--- src/logic/aid_pkg.sv ---
// Shared constants and types of the ALU instruction datapath.
// Assumes one clock domain; imported by the datapath and its ALU core.
package aid_pkg;

    // ---------------------------------------------------------------
    // Widths and register map
    // ---------------------------------------------------------------
    localparam int DATA_W = 8;
    localparam int ADDR_W = 16;
    localparam int SEL_W = 5;
    localparam int LSEL_W = 4;
    localparam int PHYS_W = 6;
    localparam int SHAMT_W = 3;
    localparam int PHYS_REGS = 44;
    localparam int IDX_COUNT = 4;
    localparam int IDX_SEL_W = 2;
    localparam logic [SEL_W-1:0] BANKED_REGS = 5'h0C;
    localparam logic [SEL_W-1:0] LIMITED_REGS = 5'h10;
    localparam logic [PHYS_W-1:0] ALT_BANK_BASE = 6'h10;
    localparam logic [PHYS_W-1:0] UPPER_OFFSET = 6'h0C;
    localparam logic [SEL_W-1:0] ACC_REG = 5'h00;

    // ---------------------------------------------------------------
    // Reset values and flag positions
    // ---------------------------------------------------------------
    localparam logic [DATA_W-1:0] REG_RST = 8'h00;
    localparam logic [ADDR_W-1:0] IDX_RST = 16'h0000;
    localparam logic [ADDR_W-1:0] IDX_STEP = 16'h0001;
    localparam logic [3:0] FLAGS_RST = 4'h0;
    localparam int FLAG_Z = 0;
    localparam int FLAG_C = 1;
    localparam int FLAG_V = 2;
    localparam int FLAG_N = 3;

    // ---------------------------------------------------------------
    // Operations and index modes
    // ---------------------------------------------------------------
    typedef enum logic [4:0] {
        nop_op,
        add_imm_op,
        sum_with_acc_op,
        sum_with_acc_carry_op,
        sub_imm_op,
        diff_with_acc_op,
        diff_with_acc_borrow_op,
        and_imm_op,
        mask_with_acc_op,
        or_imm_op,
        merge_with_acc_op,
        xor_imm_op,
        toggle_with_acc_op,
        invert_register_op,
        shift_left_op,
        shift_right_op,
        rotate_op,
        compare_immediate_op,
        bit_test_op
    } aid_op_e;

    typedef enum logic [1:0] {
        idx_keep,
        idx_post_dec,
        idx_post_inc,
        idx_pre_inc
    } aid_idx_mode_e;

endpackage

--- src/logic/aid_alu_if.sv ---
// Carrier between the datapath and its ALU core.
// Assumes aid_pkg is compiled first; purely combinational signals.
`timescale 1ns/1ps
interface aid_alu_if;
    import aid_pkg::*;
    aid_op_e op;
    logic [DATA_W-1:0] opa;
    logic [DATA_W-1:0] opb;
    logic cin;
    logic [SHAMT_W-1:0] shamt;
    logic [DATA_W-1:0] res;
    logic [3:0] flags;
    logic [3:0] flag_upd;
    logic keeps_result;

    modport core (
        input op, opa, opb, cin, shamt,
        output res, flags, flag_upd, keeps_result
    );
    modport user (
        output op, opa, opb, cin, shamt,
        input res, flags, flag_upd, keeps_result
    );
endinterface

--- src/logic/aid_alu.sv ---
// Combinational ALU core: add/sub, logic, barrel shift, flags.
// Assumes operands already selected by the datapath.
`timescale 1ns/1ps
module aid_alu (
    aid_alu_if.core alu // Operands in, result and flags out
);
    import aid_pkg::*;

    logic [DATA_W-1:0] bx;
    logic ci;
    logic [DATA_W:0] sum;
    logic [2*DATA_W-1:0] wide;

    // ---------------------------------------------------------------
    // Adder: subtract as a plus inverted b; carry flag means borrow
    // ---------------------------------------------------------------
    always_comb begin
        bx = alu.opb;
        ci = 1'b0;
        case (alu.op)
            sum_with_acc_carry_op: ci = alu.cin; // [RULE4]
            sub_imm_op, diff_with_acc_op, compare_immediate_op: begin
                bx = ~alu.opb; // [RULE5] [RULE6] [RULE15]
                ci = 1'b1;
            end
            diff_with_acc_borrow_op: begin
                bx = ~alu.opb; // [RULE7]
                ci = ~alu.cin;
            end
            default: ;
        endcase
        sum = {1'b0, alu.opa} + {1'b0, bx} + {8'h00, ci}; // [RULE1]
    end

    always_comb begin
        wide = 16'h0000;
        alu.res = sum[DATA_W-1:0];
        alu.flags = 4'h0;
        alu.flag_upd = 4'h0;
        alu.keeps_result = 1'b1;
        alu.flags[FLAG_C] = sum[DATA_W];
        alu.flags[FLAG_V] = (alu.opa[7] == bx[7]) && (sum[7] != alu.opa[7]); // [RULE20]
        case (alu.op)
            add_imm_op, sum_with_acc_op, sum_with_acc_carry_op: begin
                alu.flag_upd = 4'hF; // [RULE20]
            end
            sub_imm_op, diff_with_acc_op, diff_with_acc_borrow_op: begin
                alu.flags[FLAG_C] = ~sum[DATA_W];
                alu.flag_upd = 4'hF;
            end
            compare_immediate_op: begin
                alu.flags[FLAG_C] = ~sum[DATA_W];
                alu.flag_upd = 4'hF;
                alu.keeps_result = 1'b0; // [RULE17]
            end
            and_imm_op, mask_with_acc_op: alu.res = alu.opa & alu.opb; // [RULE11]
            or_imm_op, merge_with_acc_op: alu.res = alu.opa | alu.opb; // [RULE11]
            xor_imm_op, toggle_with_acc_op: alu.res = alu.opa ^ alu.opb; // [RULE11]
            invert_register_op: alu.res = ~alu.opa; // [RULE13]
            bit_test_op: begin
                alu.res = alu.opa & alu.opb; // [RULE16]
                alu.keeps_result = 1'b0; // [RULE17]
            end
            shift_left_op: begin
                wide = {8'h00, alu.opa} << alu.shamt; // [RULE14]
                alu.res = wide[7:0];
                alu.flags[FLAG_C] = wide[8];
            end
            shift_right_op: begin
                wide = {alu.opa, 8'h00} >> alu.shamt; // [RULE14]
                alu.res = wide[15:8];
                alu.flags[FLAG_C] = wide[7];
            end
            rotate_op: begin
                wide = {alu.opa, alu.opa} << alu.shamt; // [RULE14]
                alu.res = wide[15:8];
                alu.flags[FLAG_C] = wide[8];
            end
            default: alu.keeps_result = 1'b0;
        endcase
        if (alu.op inside {shift_left_op, shift_right_op, rotate_op}) begin
            alu.flag_upd = 4'b1011;
        end else if (alu.flag_upd == 4'h0 && alu.op != nop_op) begin
            alu.flag_upd = 4'b1001;
        end
        alu.flags[FLAG_Z] = (alu.res == 8'h00);
        alu.flags[FLAG_N] = alu.res[7];
    end

endmodule

--- src/logic/aid_datapath.sv ---
// Top of the ALU instruction datapath: register file, index registers,
// condition flags and indexed data-memory write port around aid_alu.
// Assumes a decoder presents one instruction per cycle on instr_*.
//
// Overview of operation
// RULE1: Add and subtract work on 8-bit two's-complement operands, 8-bit result.
// RULE2: Immediate add adds 8-bit value to limited register, writes it back there.
// RULE3: Accumulator add sums source and accumulator into register or indexed memory.
// RULE4: Add-with-carry sums source, accumulator and carry into register or memory.
// RULE5: Immediate subtract takes value from limited register, stores there.
// RULE6: Accumulator subtract: source minus accumulator into register or memory.
// RULE7: Subtract-with-borrow: source minus accumulator minus carry into register or memory.
// RULE8: Accumulator arithmetic accepts separate destination, leaving sources intact.
// RULE9: Implied accumulator comes from the currently selected register bank.
// RULE10: Immediate arithmetic uses one register as both source and destination.
// RULE11: AND, OR, XOR are bitwise on 8 bits with immediate or accumulator.
// RULE12: Accumulator logic may write another register or indexed memory.
// RULE13: Complement inverts any full-range register in place.
// RULE14: Shift left, shift right and rotate apply to any 8-bit register.
// RULE15: Compare subtracts an immediate from a register to set flags.
// RULE16: Bit test ANDs a register with an immediate mask.
// RULE17: Compare and bit test write nothing but the flags.
// RULE18: Limited fields reach lowest 28 locations; full fields all visible registers.
// RULE19: Indexed destination may keep, pre-increment, post-increment or post-decrement index.
// RULE20: Arithmetic updates zero, carry, overflow, negative; overflow is signed.
`timescale 1ns/1ps
module aid_datapath (
    input wire logic sys_clk, // Processor clock
    input wire logic rst, // Asynchronous reset, active high
    input wire logic instr_valid, // Execute instr_* this cycle
    input aid_pkg::aid_op_e instr_op, // Operation
    input wire logic [aid_pkg::SEL_W-1:0] source_reg_operand, // Source register
    input wire logic [aid_pkg::SEL_W-1:0] dest_reg_sel, // Destination register
    input wire logic [aid_pkg::DATA_W-1:0] imm_value, // Immediate / shift count
    input wire logic dst_is_mem, // Accumulator forms: write data memory
    input wire logic [aid_pkg::IDX_SEL_W-1:0] idx_sel, // Index register choice
    input aid_pkg::aid_idx_mode_e idx_mode, // Index update mode
    input wire logic bank_sel, // Active alternate bank for R0-R11
    input wire logic ld_valid, // Register load strobe
    input wire logic [aid_pkg::SEL_W-1:0] ld_sel, // Register load target
    input wire logic [aid_pkg::DATA_W-1:0] ld_data, // Register load data
    input wire logic idx_ld_valid, // Index load strobe
    input wire logic [aid_pkg::IDX_SEL_W-1:0] idx_ld_sel, // Index load target
    input wire logic [aid_pkg::ADDR_W-1:0] idx_ld_data, // Index load data
    input wire logic [aid_pkg::SEL_W-1:0] rd_sel, // Register read select
    output logic [aid_pkg::DATA_W-1:0] rd_data, // Register read data
    output logic instr_done, // Instruction retired pulse
    output logic mem_wr, // Data memory write pulse
    output logic [aid_pkg::ADDR_W-1:0] mem_addr, // Data memory address
    output logic [aid_pkg::DATA_W-1:0] mem_wdata, // Data memory write data
    output logic flag_z, // Zero flag
    output logic flag_c, // Carry / borrow flag
    output logic flag_v, // Signed overflow flag
    output logic flag_n // Negative flag
);
    import aid_pkg::*;

    // ---------------------------------------------------------------
    // State
    // ---------------------------------------------------------------
    logic [DATA_W-1:0] rf_r [PHYS_REGS];
    logic [ADDR_W-1:0] idx_r [IDX_COUNT];
    logic [3:0] flags_r;
    logic [DATA_W-1:0] rd_data_r;
    logic done_r;
    logic mem_wr_r;
    logic [ADDR_W-1:0] mem_addr_r;
    logic [DATA_W-1:0] mem_wdata_r;

    // Decode results
    logic is_lim;
    logic is_acc;
    logic is_full;
    logic to_mem;
    logic reg_we;
    logic [SEL_W-1:0] src_sel;
    logic [SEL_W-1:0] dst_sel;
    logic [PHYS_W-1:0] src_phys;
    logic [PHYS_W-1:0] dst_phys;
    logic [PHYS_W-1:0] acc_phys;
    logic [PHYS_W-1:0] ld_phys;
    logic [ADDR_W-1:0] idx_cur;
    logic [ADDR_W-1:0] idx_nxt;
    logic [ADDR_W-1:0] addr_nxt;

    aid_alu_if alu_bus ();

    aid_alu u_alu (
        .alu (alu_bus.core)
    );

    // ---------------------------------------------------------------
    // Register mapping
    // ---------------------------------------------------------------
    // R0-R11 bank, R12-R15 fixed, then alternates, keeping every
    // limited-field register inside the low 28 locations.
    function automatic logic [PHYS_W-1:0] phys_of(
        input logic [SEL_W-1:0] sel,
        input logic bank
    );
        logic [PHYS_W-1:0] wide;
        wide = {1'b0, sel};
        if (sel < BANKED_REGS) begin
            phys_of = bank ? wide + ALT_BANK_BASE : wide; // [RULE9]
        end else if (sel >= LIMITED_REGS) begin
            phys_of = wide + UPPER_OFFSET; // [RULE18]
        end else begin
            phys_of = wide;
        end
    endfunction

    // ---------------------------------------------------------------
    // Instruction decode
    // ---------------------------------------------------------------
    always_comb begin
        is_lim = instr_op inside {add_imm_op, sub_imm_op, and_imm_op,
                                  or_imm_op, xor_imm_op};
        is_acc = instr_op inside {sum_with_acc_op, sum_with_acc_carry_op,
                                  diff_with_acc_op, diff_with_acc_borrow_op,
                                  mask_with_acc_op, merge_with_acc_op,
                                  toggle_with_acc_op};
        is_full = instr_op inside {invert_register_op, shift_left_op,
                                   shift_right_op, rotate_op,
                                   compare_immediate_op, bit_test_op};
        // Limited fields drop the top select bit
        src_sel = is_lim ? {1'b0, source_reg_operand[LSEL_W-1:0]}
                         : source_reg_operand; // [RULE18]
        // Immediate and in-place forms write back to their source
        dst_sel = is_acc ? dest_reg_sel : src_sel; // [RULE2] [RULE10] [RULE13] [RULE8]
        to_mem = is_acc && dst_is_mem; // [RULE3] [RULE12]
        reg_we = instr_valid && alu_bus.keeps_result && !to_mem
                 && (is_lim || is_acc || is_full); // [RULE17]
    end

    assign src_phys = phys_of(src_sel, bank_sel);
    assign dst_phys = phys_of(dst_sel, bank_sel);
    assign acc_phys = phys_of(ACC_REG, bank_sel); // [RULE9]
    assign ld_phys = phys_of(ld_sel, bank_sel);

    // ---------------------------------------------------------------
    // Operand selection into the ALU
    // ---------------------------------------------------------------
    assign alu_bus.op = instr_valid ? instr_op : nop_op;
    assign alu_bus.opa = rf_r[src_phys];
    assign alu_bus.opb = is_acc ? rf_r[acc_phys] : imm_value; // [RULE11] [RULE3] [RULE6]
    assign alu_bus.cin = flags_r[FLAG_C]; // [RULE4] [RULE7]
    assign alu_bus.shamt = imm_value[SHAMT_W-1:0];

    // ---------------------------------------------------------------
    // Index register addressing
    // ---------------------------------------------------------------
    always_comb begin
        idx_cur = idx_r[idx_sel];
        idx_nxt = idx_cur;
        addr_nxt = idx_cur;
        case (idx_mode)
            idx_keep: idx_nxt = idx_cur; // [RULE19]
            idx_post_dec: idx_nxt = idx_cur - IDX_STEP; // [RULE19]
            idx_post_inc: idx_nxt = idx_cur + IDX_STEP; // [RULE19]
            idx_pre_inc: begin
                idx_nxt = idx_cur + IDX_STEP; // [RULE19]
                addr_nxt = idx_nxt;
            end
            default: idx_nxt = idx_cur;
        endcase
    end

    // ---------------------------------------------------------------
    // Register file
    // ---------------------------------------------------------------
    // Instruction write beats the load port on the same entry.
    for (genvar g = 0; g < PHYS_REGS; g++) begin : g_rf
        always_ff @(posedge sys_clk or posedge rst) begin
            if (rst) begin
                rf_r[g] <= REG_RST;
            end else if (reg_we && dst_phys == PHYS_W'(g)) begin
                rf_r[g] <= alu_bus.res; // [RULE3] [RULE8] [RULE12] [RULE14]
            end else if (ld_valid && ld_phys == PHYS_W'(g)) begin
                rf_r[g] <= ld_data;
            end
        end
    end

    // Index registers clear on reset; auto-update beats a load
    for (genvar i = 0; i < IDX_COUNT; i++) begin : g_idx
        always_ff @(posedge sys_clk or posedge rst) begin
            if (rst) begin
                idx_r[i] <= IDX_RST;
            end else if (instr_valid && to_mem && idx_sel == IDX_SEL_W'(i)) begin
                idx_r[i] <= idx_nxt; // [RULE19]
            end else if (idx_ld_valid && idx_ld_sel == IDX_SEL_W'(i)) begin
                idx_r[i] <= idx_ld_data;
            end
        end
    end

    // ---------------------------------------------------------------
    // Condition flags
    // ---------------------------------------------------------------
    for (genvar f = 0; f < 4; f++) begin : g_flag
        always_ff @(posedge sys_clk or posedge rst) begin
            if (rst) begin
                flags_r[f] <= FLAGS_RST[f];
            end else if (instr_valid && alu_bus.flag_upd[f]) begin
                flags_r[f] <= alu_bus.flags[f]; // [RULE20] [RULE15] [RULE16]
            end
        end
    end

    // ---------------------------------------------------------------
    // Data memory write port
    // ---------------------------------------------------------------
    always_ff @(posedge sys_clk or posedge rst) begin
        if (rst) begin
            mem_wr_r <= 1'b0;
        end else begin
            mem_wr_r <= instr_valid && to_mem && alu_bus.keeps_result; // [RULE3] [RULE4]
        end
    end

    // Address and data only move on a write, so they hold afterwards
    always_ff @(posedge sys_clk or posedge rst) begin
        if (rst) begin
            mem_addr_r <= IDX_RST;
            mem_wdata_r <= REG_RST;
        end else if (instr_valid && to_mem) begin
            mem_addr_r <= addr_nxt; // [RULE19]
            mem_wdata_r <= alu_bus.res; // [RULE6] [RULE7] [RULE12]
        end
    end

    // ---------------------------------------------------------------
    // Status and read-back
    // ---------------------------------------------------------------
    always_ff @(posedge sys_clk or posedge rst) begin
        if (rst) begin
            done_r <= 1'b0;
        end else begin
            done_r <= instr_valid;
        end
    end

    // Shows contents before any write landing on the same edge
    always_ff @(posedge sys_clk or posedge rst) begin
        if (rst) begin
            rd_data_r <= REG_RST;
        end else begin
            rd_data_r <= rf_r[phys_of(rd_sel, bank_sel)];
        end
    end

    assign rd_data = rd_data_r;
    assign instr_done = done_r;
    assign mem_wr = mem_wr_r;
    assign mem_addr = mem_addr_r;
    assign mem_wdata = mem_wdata_r;
    assign flag_z = flags_r[FLAG_Z];
    assign flag_c = flags_r[FLAG_C];
    assign flag_v = flags_r[FLAG_V];
    assign flag_n = flags_r[FLAG_N];

endmodule

--- config.mk ---
export PLATFORM = sky130hd
export DESIGN_NAME = aid_datapath
export DESIGN_NICKNAME = d
export VERILOG_FILES = /design/src/logic/aid_pkg.sv /design/src/logic/aid_alu_if.sv /design/src/logic/aid_alu.sv /design/src/logic/aid_datapath.sv
export SDC_FILE = /design/constraint.sdc
export NUM_CORES = 2
export LEC_CHECK = 0
export ABC_AREA = 1
export BUFFER_PORTS_ARGS = -buffer_cell sky130_fd_sc_hd__buf_2
export CAP_MARGIN = 20
export CORE_ASPECT_RATIO = 1.25
export CORE_MARGIN = 1
export CORE_UTILIZATION = 40
export DETAILED_ROUTE_END_ITERATION = 8
export SETUP_SLACK_MARGIN = 0.1
export SYNTH_ARGS = -nofsm -noshare
export SYNTH_HDL_FRONTEND = slang
export SYNTH_HIERARCHICAL = 1
export SYNTH_SLANG_ARGS = --single-unit
--- constraint.sdc ---
create_clock -name sys_clk -period 30.2 [get_ports sys_clk]
set_input_delay 1.51 -clock sys_clk [delete_from_list [all_inputs] [get_ports sys_clk]]
set_output_delay 1.51 -clock sys_clk [all_outputs]
set_load 0.05 [all_outputs]
==> flow_summary_export.csv <==
group,metric,value,unit
run_status,status,"finished, final reports clean",
global_route,track_usage,32.2,%
synth,synth_top_area_share,33.0,%
worst_setup_path,setup.worst_path.start,"instr_op[1]",
cts,path_clk_slew,70,ps
worst_setup_path,path_depth,29,
routing,vias,38100,
die,dieArea,87200,sq um
sta,worst_hold_slack,477,ps
worst_setup_path,path_buf_inv,5,
cts,insertion_delay,660,ps
final_layout,multiInputGateArea,20200,sq um
synth,syn_avg_cell_area,6.33,sq um
global_route,grt_pass1_vias,34400,
routing,wire_per_inst,22.6,microns
final_layout,syn_to_final_growth,7.23,%
synth,synth_edf_count,0,
synth,synth_area_leaders,"dfrtp_1 33%, nand3_1 20%, nand2_1 12%",
synth,syn-cell-area,34400,sq um
sta,worst_pin_slew,1090,ps
routing,drt-vias-per-instance,6.00,
routing,wl,144000,microns
worst_setup_path,cp_common_cell,"nand2_1",
worst_hold_path,hold_path.class,"flop to flop",
sta,finalSetupViolCount,0,
place,hpwl,93600,microns
worst_setup_path,path_max_fanout,72,
sta,rsz0062_at_grt,"false",
synth,ys_types,47,
worst_setup_path,reg2regPathDepth,24,
worst_setup_path,crit_end,"flag_z$_DFFE_PP0P_",
die,die_h,330,microns
routing,drcViolationCount,0,
power,peakVddDrop,0.0433,mV
worst_setup_path,crit_slowest_cell,"nand3_4",
cts,htreeDepth,2,
worst_setup_path,max_stage_delay,780,ps
final_layout,layout.area.seq,11400,sq um
power,power,2420,uW
synth,ys_ff_latch,454,
final_layout,drive_above_1_share,7.46,%
routing,dr.pass1.iters,6,
cts,max-clock-path-buffers,3,
sta,hold_viol_final,0,
sta,max_freq,0.153,GHz
routing,ant_nets,0,
cts,cts_resized,0,
sta,finalCritPeriodShare,21.7,%
job,drv_cap,0,
global_route,grt_pass1_wl,217000,microns
final_layout,final_nets,5335,
synth,synth_most_common_cell,"nand3_1",
place,portBuffers,107,
synth,syn_nets,5539,
cts,root_buffer,"clkbuf_16",
sta,fin_tns_setup,0,ps
worst_setup_path,crit_family,"simple AND/OR/NAND/NOR gates",
cts,cts_setup_buffers,0,
power,leakagePower,0.0171,uW
synth,seq_area_frac_synth,33.0,%
die,initial_core_util,40.6,%
worst_setup_path,crit_path_end_kind,"flop",
sta,finClkSkew,40.7,ps
cts,cts_buffers,55,
synth,ys_warn_count,6,
synth,synth_common_cells,"1371 x nand3_1, 1127 x nand2_1, 635 x nor2_1, 516 x o21ai_0, 454 x dfrtp_1",
global_route,grt_antenna_before_repair,1,
die,core-area,84700,sq um
worst_setup_path,worst-endpoint-required,30770,ps
sta,drv_slew,0,
synth,netlist_instances,5431,
global_route,grt_overflow,0,
worst_setup_path,crit_arrival,7110,ps
worst_setup_path,critical_path_class,"input pin to flop",
cts,ctsHoldBuffers,0,
final_layout,fillers,8906,
worst_setup_path,r2r-end,"flag_z$_DFFE_PP0P_",
worst_setup_path,cp-start-kind,"input pin",
worst_setup_path,reg2reg_from,"rf_r[144]$_DFFE_PP0P_",
routing,drt-initial-drc-count,4127,
cts,clock_sinks,454,
synth,synth_top_cell_by_area,"dfrtp_1",
place,gp_congestion,0.967,
die,die_x,264,microns
die,io_pins,108,
synth,async_flop_share,100,%
global_route,grt_max_degree,145,
cts,cts_tree,"built",
worst_hold_path,worstHoldStart,"mem_addr[3]$_DFFE_PP0P_",
sta,maxSlewHeadroom,27.2,%
power,powerDensity,65.7,nW/um^2
sta,fin_crit,6540,ps
synth,synth-main-ff-cell,"dfrtp_1",
die,rows,119,
worst_setup_path,r2r_setup_slack,25660,ps
[placed cells by master, fill, tap and decap left out, types with 10 or more instances in the layout]
cell type  Yosys  final
or2_2         12     12
o21ai_0      516    516
nand3_1     1371   1369
clkbuf_16      0     55
clkbuf_1     319     10
nand4_1       40     40
clkinv_2       0     19
a21oi_1      248    248
nor2_1       635    634
nor2_4        19     21
nand2_2       42     45
nand2_1     1127   1124
clkbuf_8       0     11
ha_1          36     36
dfrtp_1      454    454
buf_2         74    103
xor2_1        20     20
inv_2         10     18
nor3_1        10     10
inv_1        274    273
o211ai_1     100    100
buf_4          8     64
[layout make-up]
| type | count | share of cell area (%) |
|---|---|---|
| antenna | 2 | 0.0136 |
| clock buffer | 75 | 4.21 |
| clock inverter | 25 | 0.587 |
| inverter | 299 | 3.08 |
| multi-input combinational | 4246 | 54.7 |
| sequential | 454 | 30.8 |
| tap | 1089 | 3.69 |
| timing repair buffer | 171 | 2.90 |
[worst reg2reg max path, cell delays in order, from the launching register on]
cell	delay (ps)
dfrtp_1	380
inv_1	180
a21oi_1	100
o21ai_0	130
o21ai_0	140
inv_1	70
a21oi_1	50
o21ai_0	120
nand3_1	120
nand3_1	200
nand2_1	350
fa_1	560
nand3_1	90
nand2_1	120
nand2_1	110
nand2_1	90
nand2_1	70
nand2_1	40
nand2_1	90
nand3_4	780
nor2_1	330
nand2_1	110
nor2_2	80
inv_1	40
a31oi_1	140
[registers in the layout, indices dropped and copies added (netlist names)]
register and flops:
rf_r 352, idx_r 64, mem_addr 16, mem_wdata 8
rd_data 8, flag_c 1, flag_n 1, flag_v 1
flag_z 1, instr_done 1, mem_wr 1
[cell families after synthesis]
group	synth area share [%]
AO/OA/AOI/OAI	14.0
XOR/XNOR	0.560
adder cells (fa/ha/maj)	1.43
buffers and inverters	8.50
flip-flops	33.0
AND/OR/NAND/NOR	42.5
[metrics by stage]
step	area, sq um	worst slack [ps]	utilization (%)	cells
after floorplan	34400	16030	-	5431
after global placement	35100	23100	41.4	6258
after detailed placement	35100	23090	41.4	6258
after CTS	36900	23750	43.5	6358
after global routing	36900	23350	43.5	6359
final	36900	23660	43.5	6361
[per-layer routing]
metal	track usage, %	up-vias	routed length (microns)	share of wire, %
met2	54.1	1854	68100	47
met5	0	-	0	0
met1	39.2	18000	55800	39
met3	4.10	470	9980	6.9
li1	-	17800	-	-
met4	20.1	0	9950	6.9
[how the worst min path moves through the flow]
stage | to | depth (start not counted) | slack [ps]
6_report | mem_addr[3]$_DFFE_PP0P_ | 2 | 480
5_1_grt | idx_r[47]$_DFFE_PP0P_ | 2 | 490
4_1_cts | idx_r[40]$_DFFE_PP0P_ | 2 | 480
3_5_place_dp | idx_r[40]$_DFFE_PP0P_ | 2 | 460
3_3_place_gp | mem_addr[4]$_DFFE_PP0P_ | 2 | 460
2_1_floorplan | idx_r[42]$_DFFE_PP0P_ | 2 | 450
[power breakdown]
| group | switching [uW] | leakage, uW | internal [uW] |
|---|---|---|---|
| combinational | 631 | 0.0103 | 218 |
| clock | 300 | 0.000893 | 378 |
| sequential | 135 | 0.00594 | 763 |
No activity file was read; power rests on OpenSTA's default activity.
